`src/include/cpu_exec_defines.svh`:
```
`ifndef CPU_EXEC_DEFINES_SVH
`define CPU_EXEC_DEFINES_SVH
// ----------------------------------------
// status flag bit positions
// ----------------------------------------
`define FLAG_C 3'd0
`define FLAG_Z 3'd1
`define FLAG_N 3'd2
`define FLAG_V 3'd3
`define FLAG_S 3'd4
`define FLAG_H 3'd5
`define FLAG_T 3'd6
`define FLAG_I 3'd7
// ----------------------------------------
// register map (byte addresses, wishbone)
// ----------------------------------------
`define REG_INSTR 4'h0
`define REG_OPERAND 4'h4
`define REG_FLAGS 4'h8
`define REG_PC 4'hc
// ----------------------------------------
// reset values and limits
// ----------------------------------------
`define FLAGS_RESET 8'h00
`define PC_RESET 16'h0000
`define SP_RESET 16'h00ff
`define IO_BIT_LIMIT 6'h1f
`define NUM_WREGS 16
`define DMEM_WORDS 256
`define IO_WORDS 64
`endif

```
`src/include/cpu_exec_pkg.sv`:
```
package cpu_exec_pkg;
  // operation selected by software through the instruction register
  typedef enum logic [4:0] {
    op_nop, op_branch_flag, op_shift_left_logical, op_shift_right_logical,
    op_rotate_left_carry, op_rotate_right_carry, op_io_bit_set, op_io_bit_clear,
    op_bit_to_transfer_flag, op_transfer_flag_to_bit, op_flag_set, op_flag_clear,
    op_irq_global_on, op_irq_global_off, op_indirect_load, op_indirect_store,
    op_direct_load, op_direct_store, op_io_in, op_io_out, op_push, op_pop,
    op_watchdog_restart, op_sleep, op_break
  } opcode_e;
  // pointer addressing mode of indirect transfers
  typedef enum logic [1:0] {ptr_plain, ptr_post_inc, ptr_pre_dec} ptr_mode_e;
  // decoded instruction word
  typedef struct packed {
    opcode_e op;
    ptr_mode_e mode;
    logic [1:0] ptr_sel;
    logic [3:0] reg_d;
    logic [2:0] bit_sel;
    logic branch_when;
  } instr_s;
  // memory request toward the storage modules
  typedef struct packed {
    logic we;
    logic [7:0] addr;
    logic [7:0] wdata;
  } mem_req_s;
endpackage

```
`src/design/data_ram.sv`:
```
`timescale 1ns/10ps
`default_nettype none
`include "cpu_exec_defines.svh"
// data memory: combinational read, clocked write
module data_ram #(
  parameter int WORDS = `DMEM_WORDS
) (
  input wire logic clk,
  input wire logic ce,
  input wire cpu_exec_pkg::mem_req_s req,
  output logic [7:0] rdata
);
  // storage array
  logic [7:0] mem_reg [WORDS];
  assign rdata = mem_reg[req.addr];
  // ----------------------------------------
  // write port
  // ----------------------------------------
  always_ff @(posedge clk) begin
    if (ce && req.we) begin
      mem_reg[req.addr] <= req.wdata;
    end
  end
endmodule
`default_nettype wire

```
`src/design/io_space.sv`:
```
`timescale 1ns/10ps
`default_nettype none
`include "cpu_exec_defines.svh"
// i/o locations; single-bit writes touch only the addressed bit
module io_space #(
  parameter int WORDS = `IO_WORDS
) (
  input wire logic clk,
  input wire logic reset,
  input wire logic ce,
  input wire cpu_exec_pkg::mem_req_s req,
  input wire logic bit_we,
  input wire logic [2:0] bit_sel,
  input wire logic bit_val,
  output logic [7:0] rdata
);
  logic [7:0] io_reg [WORDS];
  assign rdata = io_reg[req.addr[5:0]];
  // ----------------------------------------
  // byte and bit writes
  // ----------------------------------------
  always_ff @(posedge clk) begin
    if (reset) begin
      for (int i = 0; i < WORDS; i++) io_reg[i] <= 8'h00;
    end else if (ce && req.we) begin
      io_reg[req.addr[5:0]] <= req.wdata;
    end else if (ce && bit_we) begin
      io_reg[req.addr[5:0]][bit_sel] <= bit_val;
    end
  end
endmodule
`default_nettype wire

```
`src/design/cpu_exec_core.sv`:
```
// Notes on behaviour
// - half-carry branch: pc plus offset plus one
// - transfer-flag branch relative, one/two cycles
// - overflow-flag branch relative, one/two cycles
// - interrupt-flag branch relative, one/two cycles
// - left shift, zero in, flags updated
// - right shift, zero in bit7, flags
// - rotate left through carry, flags
// - rotate right through carry, flags
// - io bit set/clear, flags untouched
// - register bit copied into transfer flag
// - transfer flag copied into register bit
// - single flag set or clear instructions
// - global interrupt enable/disable, one cycle
// - indirect load, post-increment takes two cycles
// - pre-decrement load: decrement then read
// - indirect store, pre-decrement two cycles
// - direct load/store one byte, one cycle
// - io in/out one byte, no flags
// - push/pop two cycles, flags unchanged
// - control instructions one cycle, flags kept
// - bit ops only bit, only below 0x20
//
// Design decisions made here: the address map and register access over Wishbone.
`timescale 1ns/10ps
`default_nettype none
`include "cpu_exec_defines.svh"
module cpu_exec_core #(
  parameter int NREGS = `NUM_WREGS
) (
  input wire logic clk,
  input wire logic reset,
  input wire logic ce,
  input wire logic wb_cyc_i,
  input wire logic wb_stb_i,
  input wire logic wb_we_i,
  input wire logic [3:0] wb_adr_i,
  input wire logic [3:0] wb_sel_i,
  input wire logic [31:0] wb_dat_i,
  output logic [31:0] wb_dat_o,
  output logic wb_ack_o,
  output logic [7:0] status_flags_register,
  output logic [15:0] pc_out,
  output logic busy_out,
  output logic watchdog_restart_op,
  output logic sleep_req,
  output logic break_req
);
  // ----------------------------------------
  // state
  // ----------------------------------------
  typedef enum logic [1:0] {st_idle, st_exec, st_final} state_e;
  state_e state_reg;
  cpu_exec_pkg::instr_s ins_reg;        // latched instruction
  logic [7:0] operand_reg;              // offset, address or io location
  logic [7:0] status_flags_register_reg;                 // status flags
  logic [15:0] pc_reg;                  // program counter
  logic [15:0] sp_reg;                  // stack pointer
  logic [7:0] wreg [NREGS];             // working registers
  logic [1:0] cyc_reg;                  // cycles left
  logic [31:0] rdat_reg;
  logic ack_reg, busy_reg, wdr_reg, slp_reg, brk_reg;
  // ----------------------------------------
  // bus decode
  // ----------------------------------------
  wire logic bus_req = wb_cyc_i && wb_stb_i && !ack_reg;
  wire logic wr_instr = bus_req && wb_we_i && wb_adr_i == `REG_INSTR && wb_sel_i[0];
  wire logic wr_operand = bus_req && wb_we_i && wb_adr_i == `REG_OPERAND && wb_sel_i[0];
  wire logic wr_flags = bus_req && wb_we_i && wb_adr_i == `REG_FLAGS && wb_sel_i[0];
  wire logic start = wr_instr && state_reg == st_idle;
  // instruction word layout: op[4:0] mode[6:5] ptr[8:7] rd[12:9] bit[15:13] when[16]
  cpu_exec_pkg::instr_s new_ins;
  // fields repacked so that op[4:0] of the bus word lands in the struct's top bits
  assign new_ins = cpu_exec_pkg::instr_s'({wb_dat_i[4:0], wb_dat_i[6:5], wb_dat_i[8:7],
                                           wb_dat_i[12:9], wb_dat_i[15:13], wb_dat_i[16]});
  // ----------------------------------------
  // helpers
  // ----------------------------------------
  function automatic logic [15:0] ptr_of(input logic [1:0] sel, input logic [7:0] lo,
                                         input logic [7:0] hi);
    ptr_of = {hi, lo};
  endfunction
  // pointer pairs live in regs 10/11, 12/13, 14/15; ptr_sel 3 wraps to regs 0/1
  wire logic [3:0] plo = 4'(4'd10 + {1'b0, ins_reg.ptr_sel, 1'b0});
  wire logic [3:0] phi = 4'(plo + 4'd1);
  wire logic [15:0] ptr = ptr_of(ins_reg.ptr_sel, wreg[plo], wreg[phi]);
  wire logic [15:0] ptr_inc = 16'(ptr + 16'd1);
  wire logic [15:0] ptr_dec = 16'(ptr - 16'd1);
  wire logic [7:0] rd = wreg[ins_reg.reg_d];
  wire logic c_old = status_flags_register_reg[`FLAG_C];
  // shift/rotate results
  logic [7:0] sh_res;
  logic sh_c;
  always_comb begin
    sh_res = rd;
    sh_c = c_old;
    unique case (ins_reg.op)
      cpu_exec_pkg::op_shift_left_logical: {sh_c, sh_res} = {rd, 1'b0};
      cpu_exec_pkg::op_shift_right_logical: {sh_res, sh_c} = {1'b0, rd};
      cpu_exec_pkg::op_rotate_left_carry: {sh_c, sh_res} = {rd, c_old};
      cpu_exec_pkg::op_rotate_right_carry: {sh_res, sh_c} = {c_old, rd};
      default: sh_res = rd;
    endcase
  end
  wire logic is_left = ins_reg.op == cpu_exec_pkg::op_shift_left_logical ||
                       ins_reg.op == cpu_exec_pkg::op_rotate_left_carry;
  wire logic sh_n = sh_res[7];
  wire logic sh_v = sh_n ^ sh_c;
  logic [7:0] sh_flags;
  always_comb begin
    sh_flags = status_flags_register_reg;
    sh_flags[`FLAG_Z] = sh_res == 8'h00;
    sh_flags[`FLAG_C] = sh_c;
    sh_flags[`FLAG_N] = sh_n;
    sh_flags[`FLAG_V] = sh_v;
    // signed flag is not among the flags that shifts and rotates touch
    if (is_left) sh_flags[`FLAG_H] = rd[3];
  end
  // branch: tested flag chosen by bit_sel, taken when it equals branch_when
  wire logic br_taken = status_flags_register_reg[ins_reg.bit_sel] == ins_reg.branch_when;
  wire logic [15:0] br_target = 16'(pc_reg + {{8{operand_reg[7]}}, operand_reg} + 16'd1);
  wire logic [15:0] pc_step = 16'(pc_reg + 16'd1);
  // memory access address and io bit range check
  wire logic [15:0] mem_addr = ins_reg.mode == cpu_exec_pkg::ptr_pre_dec ? ptr_dec : ptr;
  wire logic io_bit_ok = operand_reg[5:0] <= `IO_BIT_LIMIT && operand_reg[7:6] == 2'b00;
  // ----------------------------------------
  // storage instances
  // ----------------------------------------
  cpu_exec_pkg::mem_req_s dreq, ioreq;
  logic [7:0] drdata, iordata;
  logic io_bwe;
  wire logic last = state_reg == st_exec && cyc_reg == 2'd1;
  wire logic is_op_ld = ins_reg.op == cpu_exec_pkg::op_indirect_load;
  wire logic is_op_st = ins_reg.op == cpu_exec_pkg::op_indirect_store;
  wire logic [15:0] sp_dec = 16'(sp_reg - 16'd1);
  wire logic [15:0] sp_inc = 16'(sp_reg + 16'd1);
  always_comb begin
    dreq = '0;
    ioreq = '0;
    io_bwe = 1'b0;
    unique case (ins_reg.op)
      cpu_exec_pkg::op_indirect_load: dreq.addr = mem_addr[7:0];
      cpu_exec_pkg::op_indirect_store: begin
        dreq = '{we: last, addr: mem_addr[7:0], wdata: rd};
      end
      cpu_exec_pkg::op_direct_load: dreq.addr = operand_reg;
      cpu_exec_pkg::op_direct_store: dreq = '{we: last, addr: operand_reg, wdata: rd};
      cpu_exec_pkg::op_push: dreq = '{we: last, addr: sp_reg[7:0], wdata: rd};
      cpu_exec_pkg::op_pop: dreq.addr = sp_inc[7:0];
      cpu_exec_pkg::op_io_in: ioreq.addr = operand_reg;
      cpu_exec_pkg::op_io_out: ioreq = '{we: last, addr: operand_reg, wdata: rd};
      cpu_exec_pkg::op_io_bit_set, cpu_exec_pkg::op_io_bit_clear: begin
        ioreq.addr = operand_reg;
        io_bwe = last && io_bit_ok;
      end
      default: dreq = '0;
    endcase
  end
  data_ram u_ram (
    .clk(clk),
    .ce(ce),
    .req(dreq),
    .rdata(drdata)
  );
  io_space u_io (
    .clk(clk),
    .reset(reset),
    .ce(ce),
    .req(ioreq),
    .bit_we(io_bwe),
    .bit_sel(ins_reg.bit_sel),
    .bit_val(ins_reg.op == cpu_exec_pkg::op_io_bit_set),
    .rdata(iordata)
  );
  // ----------------------------------------
  // cycle count per instruction
  // ----------------------------------------
  function automatic logic [1:0] cycles_of(input cpu_exec_pkg::instr_s i, input logic tk);
    unique case (i.op)
      cpu_exec_pkg::op_branch_flag: cycles_of = tk ? 2'd2 : 2'd1;
      cpu_exec_pkg::op_indirect_load: cycles_of = i.mode == cpu_exec_pkg::ptr_plain ? 2'd1 :
                                         (i.mode == cpu_exec_pkg::ptr_post_inc ? 2'd2 : 2'd3);
      cpu_exec_pkg::op_indirect_store: cycles_of =
        i.mode == cpu_exec_pkg::ptr_pre_dec ? 2'd2 : 2'd1;
      cpu_exec_pkg::op_push, cpu_exec_pkg::op_pop: cycles_of = 2'd2;
      default: cycles_of = 2'd1;
    endcase
  endfunction
  wire logic start_taken = status_flags_register_reg[new_ins.bit_sel] == new_ins.branch_when;
  // ----------------------------------------
  // sequencer
  // ----------------------------------------
  always_ff @(posedge clk) begin
    if (reset) begin
      state_reg <= st_idle;
      cyc_reg <= 2'd0;
      busy_reg <= 1'b0;
    end else if (ce) begin
      unique case (state_reg)
        st_idle: if (start) begin
          state_reg <= st_exec;
          cyc_reg <= cycles_of(new_ins, start_taken);
          busy_reg <= 1'b1;
        end
        st_exec: if (cyc_reg == 2'd1) begin
          state_reg <= st_final;
        end else begin
          cyc_reg <= 2'(cyc_reg - 2'd1);
        end
        st_final: begin
          state_reg <= st_idle;
          busy_reg <= 1'b0;
        end
      endcase
    end
  end
  // ----------------------------------------
  // architectural state update on last cycle
  // ----------------------------------------
  logic [7:0] load_val;
  assign load_val = (ins_reg.op == cpu_exec_pkg::op_io_in) ? iordata : drdata;
  always_ff @(posedge clk) begin
    if (reset) begin
      status_flags_register_reg <= `FLAGS_RESET;
      pc_reg <= `PC_RESET;
      sp_reg <= `SP_RESET;
      ins_reg <= '0;
      operand_reg <= 8'h00;
      for (int i = 0; i < NREGS; i++) wreg[i] <= 8'h00;
      {wdr_reg, slp_reg, brk_reg} <= 3'b000;
    end else if (ce) begin
      {wdr_reg, slp_reg, brk_reg} <= 3'b000;
      if (start) ins_reg <= new_ins;
      if (wr_operand) operand_reg <= wb_dat_i[7:0];
      if (wr_flags && state_reg == st_idle) status_flags_register_reg <= wb_dat_i[7:0];
      if (last) begin
        pc_reg <= (ins_reg.op == cpu_exec_pkg::op_branch_flag && br_taken) ? br_target : pc_step;
        unique case (ins_reg.op)
          cpu_exec_pkg::op_shift_left_logical, cpu_exec_pkg::op_shift_right_logical,
          cpu_exec_pkg::op_rotate_left_carry, cpu_exec_pkg::op_rotate_right_carry: begin
            wreg[ins_reg.reg_d] <= sh_res;
            status_flags_register_reg <= sh_flags;
          end
          cpu_exec_pkg::op_bit_to_transfer_flag:
            status_flags_register_reg[`FLAG_T] <= rd[ins_reg.bit_sel];
          cpu_exec_pkg::op_transfer_flag_to_bit:
            wreg[ins_reg.reg_d][ins_reg.bit_sel] <= status_flags_register_reg[`FLAG_T];
          cpu_exec_pkg::op_flag_set: status_flags_register_reg[ins_reg.bit_sel] <= 1'b1;
          cpu_exec_pkg::op_flag_clear: status_flags_register_reg[ins_reg.bit_sel] <= 1'b0;
          cpu_exec_pkg::op_irq_global_on: status_flags_register_reg[`FLAG_I] <= 1'b1;
          cpu_exec_pkg::op_irq_global_off: status_flags_register_reg[`FLAG_I] <= 1'b0;
          cpu_exec_pkg::op_indirect_load, cpu_exec_pkg::op_direct_load,
          cpu_exec_pkg::op_io_in, cpu_exec_pkg::op_pop:
            wreg[ins_reg.reg_d] <= load_val;
          cpu_exec_pkg::op_push: sp_reg <= sp_dec;
          cpu_exec_pkg::op_watchdog_restart: wdr_reg <= 1'b1;
          cpu_exec_pkg::op_sleep: slp_reg <= 1'b1;
          cpu_exec_pkg::op_break: brk_reg <= 1'b1;
          // branches, stores and the rest: pc already chosen above, store pointers written back below
          default: ;
        endcase
        if (ins_reg.op == cpu_exec_pkg::op_pop) sp_reg <= sp_inc;
        // pointer write-back for post-increment and pre-decrement
        if ((is_op_ld || is_op_st) && ins_reg.mode != cpu_exec_pkg::ptr_plain) begin
          {wreg[phi], wreg[plo]} <= ins_reg.mode == cpu_exec_pkg::ptr_post_inc ?
                                    ptr_inc : ptr_dec;
        end
      end
    end
  end
  // ----------------------------------------
  // wishbone answer: ack one cycle after request
  // ----------------------------------------
  logic [31:0] rd_mux;
  assign rd_mux = wb_adr_i == `REG_INSTR ? {31'h0, busy_reg} :
                  wb_adr_i == `REG_OPERAND ? {24'h0, operand_reg} :
                  wb_adr_i == `REG_FLAGS ? {24'h0, status_flags_register_reg} :
                  wb_adr_i == `REG_PC ? {16'h0, pc_reg} : 32'h0;
  always_ff @(posedge clk) begin
    if (reset) begin
      ack_reg <= 1'b0;
      rdat_reg <= 32'h0;
    end else if (ce) begin
      ack_reg <= bus_req;
      if (bus_req) rdat_reg <= rd_mux;
    end
  end
  assign wb_ack_o = ack_reg;
  assign wb_dat_o = rdat_reg;
  assign status_flags_register = status_flags_register_reg;
  assign pc_out = pc_reg;
  assign busy_out = busy_reg;
  assign watchdog_restart_op = wdr_reg;
  assign sleep_req = slp_reg;
  assign break_req = brk_reg;
endmodule
`default_nettype wire

```
`config.mk`:
```
export PLATFORM = sky130hd
export DESIGN_NAME = cpu_exec_core
export DESIGN_NICKNAME = d
export VERILOG_FILES = /design/src/include/cpu_exec_pkg.sv /design/src/design/data_ram.sv /design/src/design/io_space.sv /design/src/design/cpu_exec_core.sv
export VERILOG_INCLUDE_DIRS = /design/src /design/src/include
export SDC_FILE = /design/constraint.sdc
export NUM_CORES = 2
export LEC_CHECK = 0
export ABC_CLOCK_PERIOD_IN_PS = 24000
export BUFFER_PORTS_ARGS = -buffer_cell sky130_fd_sc_hd__buf_4
export CORE_MARGIN = 2
export CORE_UTILIZATION = 55
export CTS_BUF_LIST = sky130_fd_sc_hd__clkbuf_4 sky130_fd_sc_hd__clkbuf_8 sky130_fd_sc_hd__clkbuf_16
export CTS_CLUSTER_SIZE = 28
export DETAILED_ROUTE_END_ITERATION = 7
export HOLD_SLACK_MARGIN = 0.03
export PLACE_DENSITY = 0.77
export SLEW_MARGIN = 20
export SYNTH_ARGS = -nofsm -noshare
export SYNTH_HDL_FRONTEND = slang
export SYNTH_HIERARCHICAL = 1
export SYNTH_SLANG_ARGS = --single-unit
```
`constraint.sdc`:
```
create_clock -name clk -period 24 [get_ports clk]
set_input_delay 1.2 -clock clk [delete_from_list [all_inputs] [get_ports clk]]
set_output_delay 1.2 -clock clk [all_outputs]
set_load 0.02 [all_outputs]
```
# --- Word-level counts from Yosys, hierarchy flattened ---
# Memory sizes are Yosys's and may differ from the RTL's.
# Cells that the tools add are included.
classes:
  addsub: 10
  eq_ne: 46
  muxes: 103
  magnitude_cmp: 10
  n_reduce_logical: 56
  bitwise: 15
ops:
  columns: ["op", "n"]
  rows:
  - ["bitwise mux 128 bit", 5]
  - ["two-way mux 128 bit", 4]
  - ["one-hot mux 128 bit (3 select lines)", 1]
  - ["two-way mux 8 bit", 21]
  - ["demux 8 bit (select 4 bit)", 4]
  - ["two-way mux 16 bit", 8]
  - ["binary-select mux 8 bit (select 4 bit)", 3]
  - ["adder 16 x 1 -> 16 bit (second input constant)", 4]
  - ["one-hot mux 8 bit (4 select lines)", 2]
  - ["== test 5 bit (second input constant)", 11]
  - ["== test 5 x 4 -> 1 bit (second input constant)", 10]
  - ["two-way mux 1 bit", 34]
  - ["subtractor 16 x 1 -> 16 bit (second input constant)", 2]
  - ["logical AND 1 bit", 23]
  - ["== test 5 x 3 -> 1 bit (second input constant)", 4]
  - ["one-hot mux 6 bit (3 select lines)", 1]
  - ["adder 16 bit", 1]
  - ["greater-or-equal comparator 5 bit (second input constant)", 3]
  - ["< comparator 5 x 1 -> 1 bit (second input constant)", 3]
  - ["NOT 4 -> 5 bit", 3]
  - ["two-way mux 2 bit", 7]
  - ["two-way mux 6 bit", 2]
  - ["AND reduction 2 bit", 6]
  - ["OR reduction 2 bit", 6]
  - ["other kinds (40)", 72]
totals:
  word_cells: 278
  ramBits: 2560
  out_inout_bits: 61
  mem_count: 2
  inputBits: 46
  register_bits: 234
mem_list:
  columns: ["name", "words", "word_bits", "read_ports", "rd_clocked_by_memory_dff", "wr", "line", "source"]
  rows:
  - ["u_ram.mem_reg", 256, 8, 1, 0, 1, "data_ram.sv:14", "logic [7:0] mem_reg [WORDS];"]
  - ["u_io.io_reg", 64, 8, 1, 0, 64, "io_space.sv:17", "logic [7:0] io_reg [WORDS];"]

# --- Depth between registers and ports, before layout ---
# An unclocked memory read counts as a cell.
depth:
  depth_word: 19
  ltp_mapped: 29
  depth_no_buf: 22

# --- Cells and area by module ---
# The synthesis kept the hierarchy.
by_module_without_submodules:
  columns: ["mod", "area_each_um2", "instances", "seq_area_each_um2", "cells_each"]
  rows:
  - ["data_ram", 78123.7, 1, 61499.0, 3517]
  - ["io_space", 27248.6, 1, 15374.7, 2530]
  - ["cpu_exec_core", 19548.7, 1, 4204.0, 2720]

# --- Least setup slack after synthesis ---
# OpenSTA, ideal clock, no wires.
synth_timing:
  path_type: "flip-flop to flip-flop"
  from: "reg ins_reg[12] in the netlist's numbering"
  to: "mem u_ram.mem_reg[0][5] (data pin)"
  period_less_slack_ns: 9.800
  required_ns: 22.424
  slack_ns: 14.200
  n_path_buf: 3
  setup_ns: 1.576
  t_arrival_ns: 8.224
  path_stages_with_launch: 6
  cell_sequence: "dfxtp_1 clkbuf_1 clkbuf_1 buf_1 a21oi_1 a21oi_1"
synth_rtl:
  columns: ["element", "line", "source"]
  rows:
  - ["from (decl)", "cpu_exec_core.sv:54", "cpu_exec_pkg::instr_s ins_reg;"]
  - ["from (signal assigned)", "cpu_exec_core.sv:233", "if (start) ins_reg <= new_ins;"]
  - ["to (decl)", "data_ram.sv:14", null]

==> flow_summary.json <==
{
  "routed_wl_mm": 394,
  "synthesis.area_mm2": 0.125,
  "vdd_ir_drop_max_uv": 78.5,
  "grt_usage_pct": 33.3,
  "cp_max_fo": 106,
  "rows": 174,
  "required_ns": 24.72,
  "cts_hold_buf": 0,
  "cts.sink_count": 2770,
  "gp_congestion": 1.05,
  "area_growth_pct": 9.76,
  "critPathSlowestCell": "o41ai_1",
  "largest_reg_flops": 2048,
  "skew_ns": 0.0823,
  "tightest_slew_ns": 1.25,
  "die_h_um": 481,
  "maxSlewViolCount": 0,
  "cts_tree": "built",
  "routedWlPerCell_um": 33.6,
  "htree_levels": 5,
  "worstSetupStartpointType": "register",
  "postCtsSetupBuffers": 0,
  "netlist_instances": 8765,
  "slew_headroom_pct": 16.4,
  "clkTransAtPathRegs_ns": 0.06,
  "fin_util_pct": 60.8,
  "io-pin-count": 107,
  "drive_gt1_share_pct": 17.1,
  "grt-ovfl-total": 0,
  "viasPerCell": 7.25,
  "dr_total_vias": 85000,
  "p_per_area_mw_per_mm2": 70.8,
  "die_w_um": 481,
  "coreArea_mm2": 0.225,
  "status": "finished, violations left",
  "root_buffer": "clkbuf_16",
  "cts_buffers": 293,
  "hold_viol": 0,
  "critPathMaxStageDelay_ns": 0.93,
  "cp_num_buf_inv": 6,
  "dr.pass1.iters": 8,
  "worstPathArrival_ns": 12.13,
  "grt_max_degree": 281,
  "crit_type": "reg2reg",
  "worst_slack_ns": 12.59,
  "final-setup-viol-count": 0,
  "drv_cap": 0,
  "grt_pass1_wl_mm": 565,
  "cp_top_family": "buffers and inverters",
  "cts_resized": 0,
  "grt_setup_unrepaired": "false",
  "dp_hpwl_mm": 218,
  "drt_iter0_drc": 14000,
  "finalCriticalPeriod_ns": 11.41,
  "die-area_mm2": 0.231,
  "io_buffer_count": 72,
  "timing.fmax_mhz": 87.6,
  "fin_nets": 8616,
  "initial_core_util_pct": 55.4,
  "tns_ns": 0,
  "antenna_found_initial": 13,
  "drc_errors": 36,
  "yosys_warnings": 6,
  "preCtsSetupSlack_ns": 13.21,
  "clk_path_buf_depth": 4,
  "path_cells": "buf_4 > inv_2 > ha_4 > mux2i_1 > mux2i_1 > o221ai_1 > ha_1 > mux2_2 > o21ai_4 > buf_4 > buf_12 > buf_4 > buf_4 > mux4_2 > a22oi_1 > a21oi_1 > o41ai_1 > nand4_1 > mux2_2 > o21ai_0 > o211a_1 > or4b_2 > a21oi_1 > a311oi_1",
  "crit_path_frequent_cell": "buf_4",
  "violations": "DRC",
  "end_kind": "register",
  "fin_crit_sh_pct": 47.5,
  "first_global_vias": 82500,
  "ant_nets": 0,
  "clock_latency_ns": 0.96,
  "p_leak_nw": 43.2,
  "syn_avg_cell_area_um2": 14.3,
  "hp-class": "reg2reg"
}
final timing paths:
check,start,endpoint,slack [ns],cells past startpoint
max,ins_reg[8]$_SDFFE_PP0P_,wreg[102]$_SDFFE_PP0P_,12.59,24
min,wb_dat_o[3]$_SDFFE_PP0P_,wb_dat_o[3]$_SDFFE_PP0P_,0.49,2
max reg2reg,ins_reg[8]$_SDFFE_PP0P_,wreg[102]$_SDFFE_PP0P_,12.59,24
min reg2reg,wb_dat_o[3]$_SDFFE_PP0P_,wb_dat_o[3]$_SDFFE_PP0P_,0.49,2
layer usage:
| layer | share of wire, % | vias up | track usage, % |
|---|---|---|---|
| li1 | - | 34100 | - |
| met1 | 34 | 42000 | 43.9 |
| met2 | 45 | 7410 | 49.7 |
| met3 | 14 | 1580 | 9.54 |
| met4 | 7.1 | 10 | 19.3 |
| met5 | 0.027 | - | 0.186 |
stage by stage:
step	instances	total power [mW]	instance area (um^2)	hold slack [ns]
finish	11700	9.71	137000	0.493
global route	11700	9.90	137000	0.519
CTS	11700	9.72	137000	0.488
detailed placement	11200	5.47	128000	0.477
global placement	11200	5.46	128000	0.460
floorplan	8780	5.44	125000	0.437
worst register-to-register path: cells and delay by family, from the launching register on:
| kind | cells | cell delay [ns] |
|---|---|---|
| adders and majority gates | 2 | 1.18 |
| and+or+nand+nor | 2 | 1.20 |
| buffers and inverters | 6 | 3.82 |
| AOI/OAI and AO/OA | 9 | 2.69 |
| DFF | 1 | 0.31 |
| muxes | 5 | 2.05 |
report_power, final:
part | switching [mW] | internal [mW] | total, mW
registers | 0.0144 | 5.25 | 5.26
logic | 0.0625 | 0.0450 | 0.108
clock network | 1.87 | 2.48 | 4.34
layout by cell type, fill, tap and decap left out, types with 135 or more instances in the layout:
master,count
edfxtp_1,2560
nor2_1,1081
mux4_2,583
nand2_1,411
a21oi_1,395
a22oi_1,370
o21bai_1,329
o21ai_0,320
clkbuf_16,299
buf_4,274
dfxtp_1,207
a21o_1,206
nand3_1,135
cell type report:
type | count | area, um^2
antenna | 6 | 15.0
multi-input combinational | 5138 | 40600
tap | 2992 | 3740
fill | 15900 | 88200
sequential | 2770 | 81100
clock inverter | 126 | 930
inverter | 38 | 143
clock buffer | 360 | 7970
timing repair buffer | 299 | 2570
(Power assumes the default switching activity.)
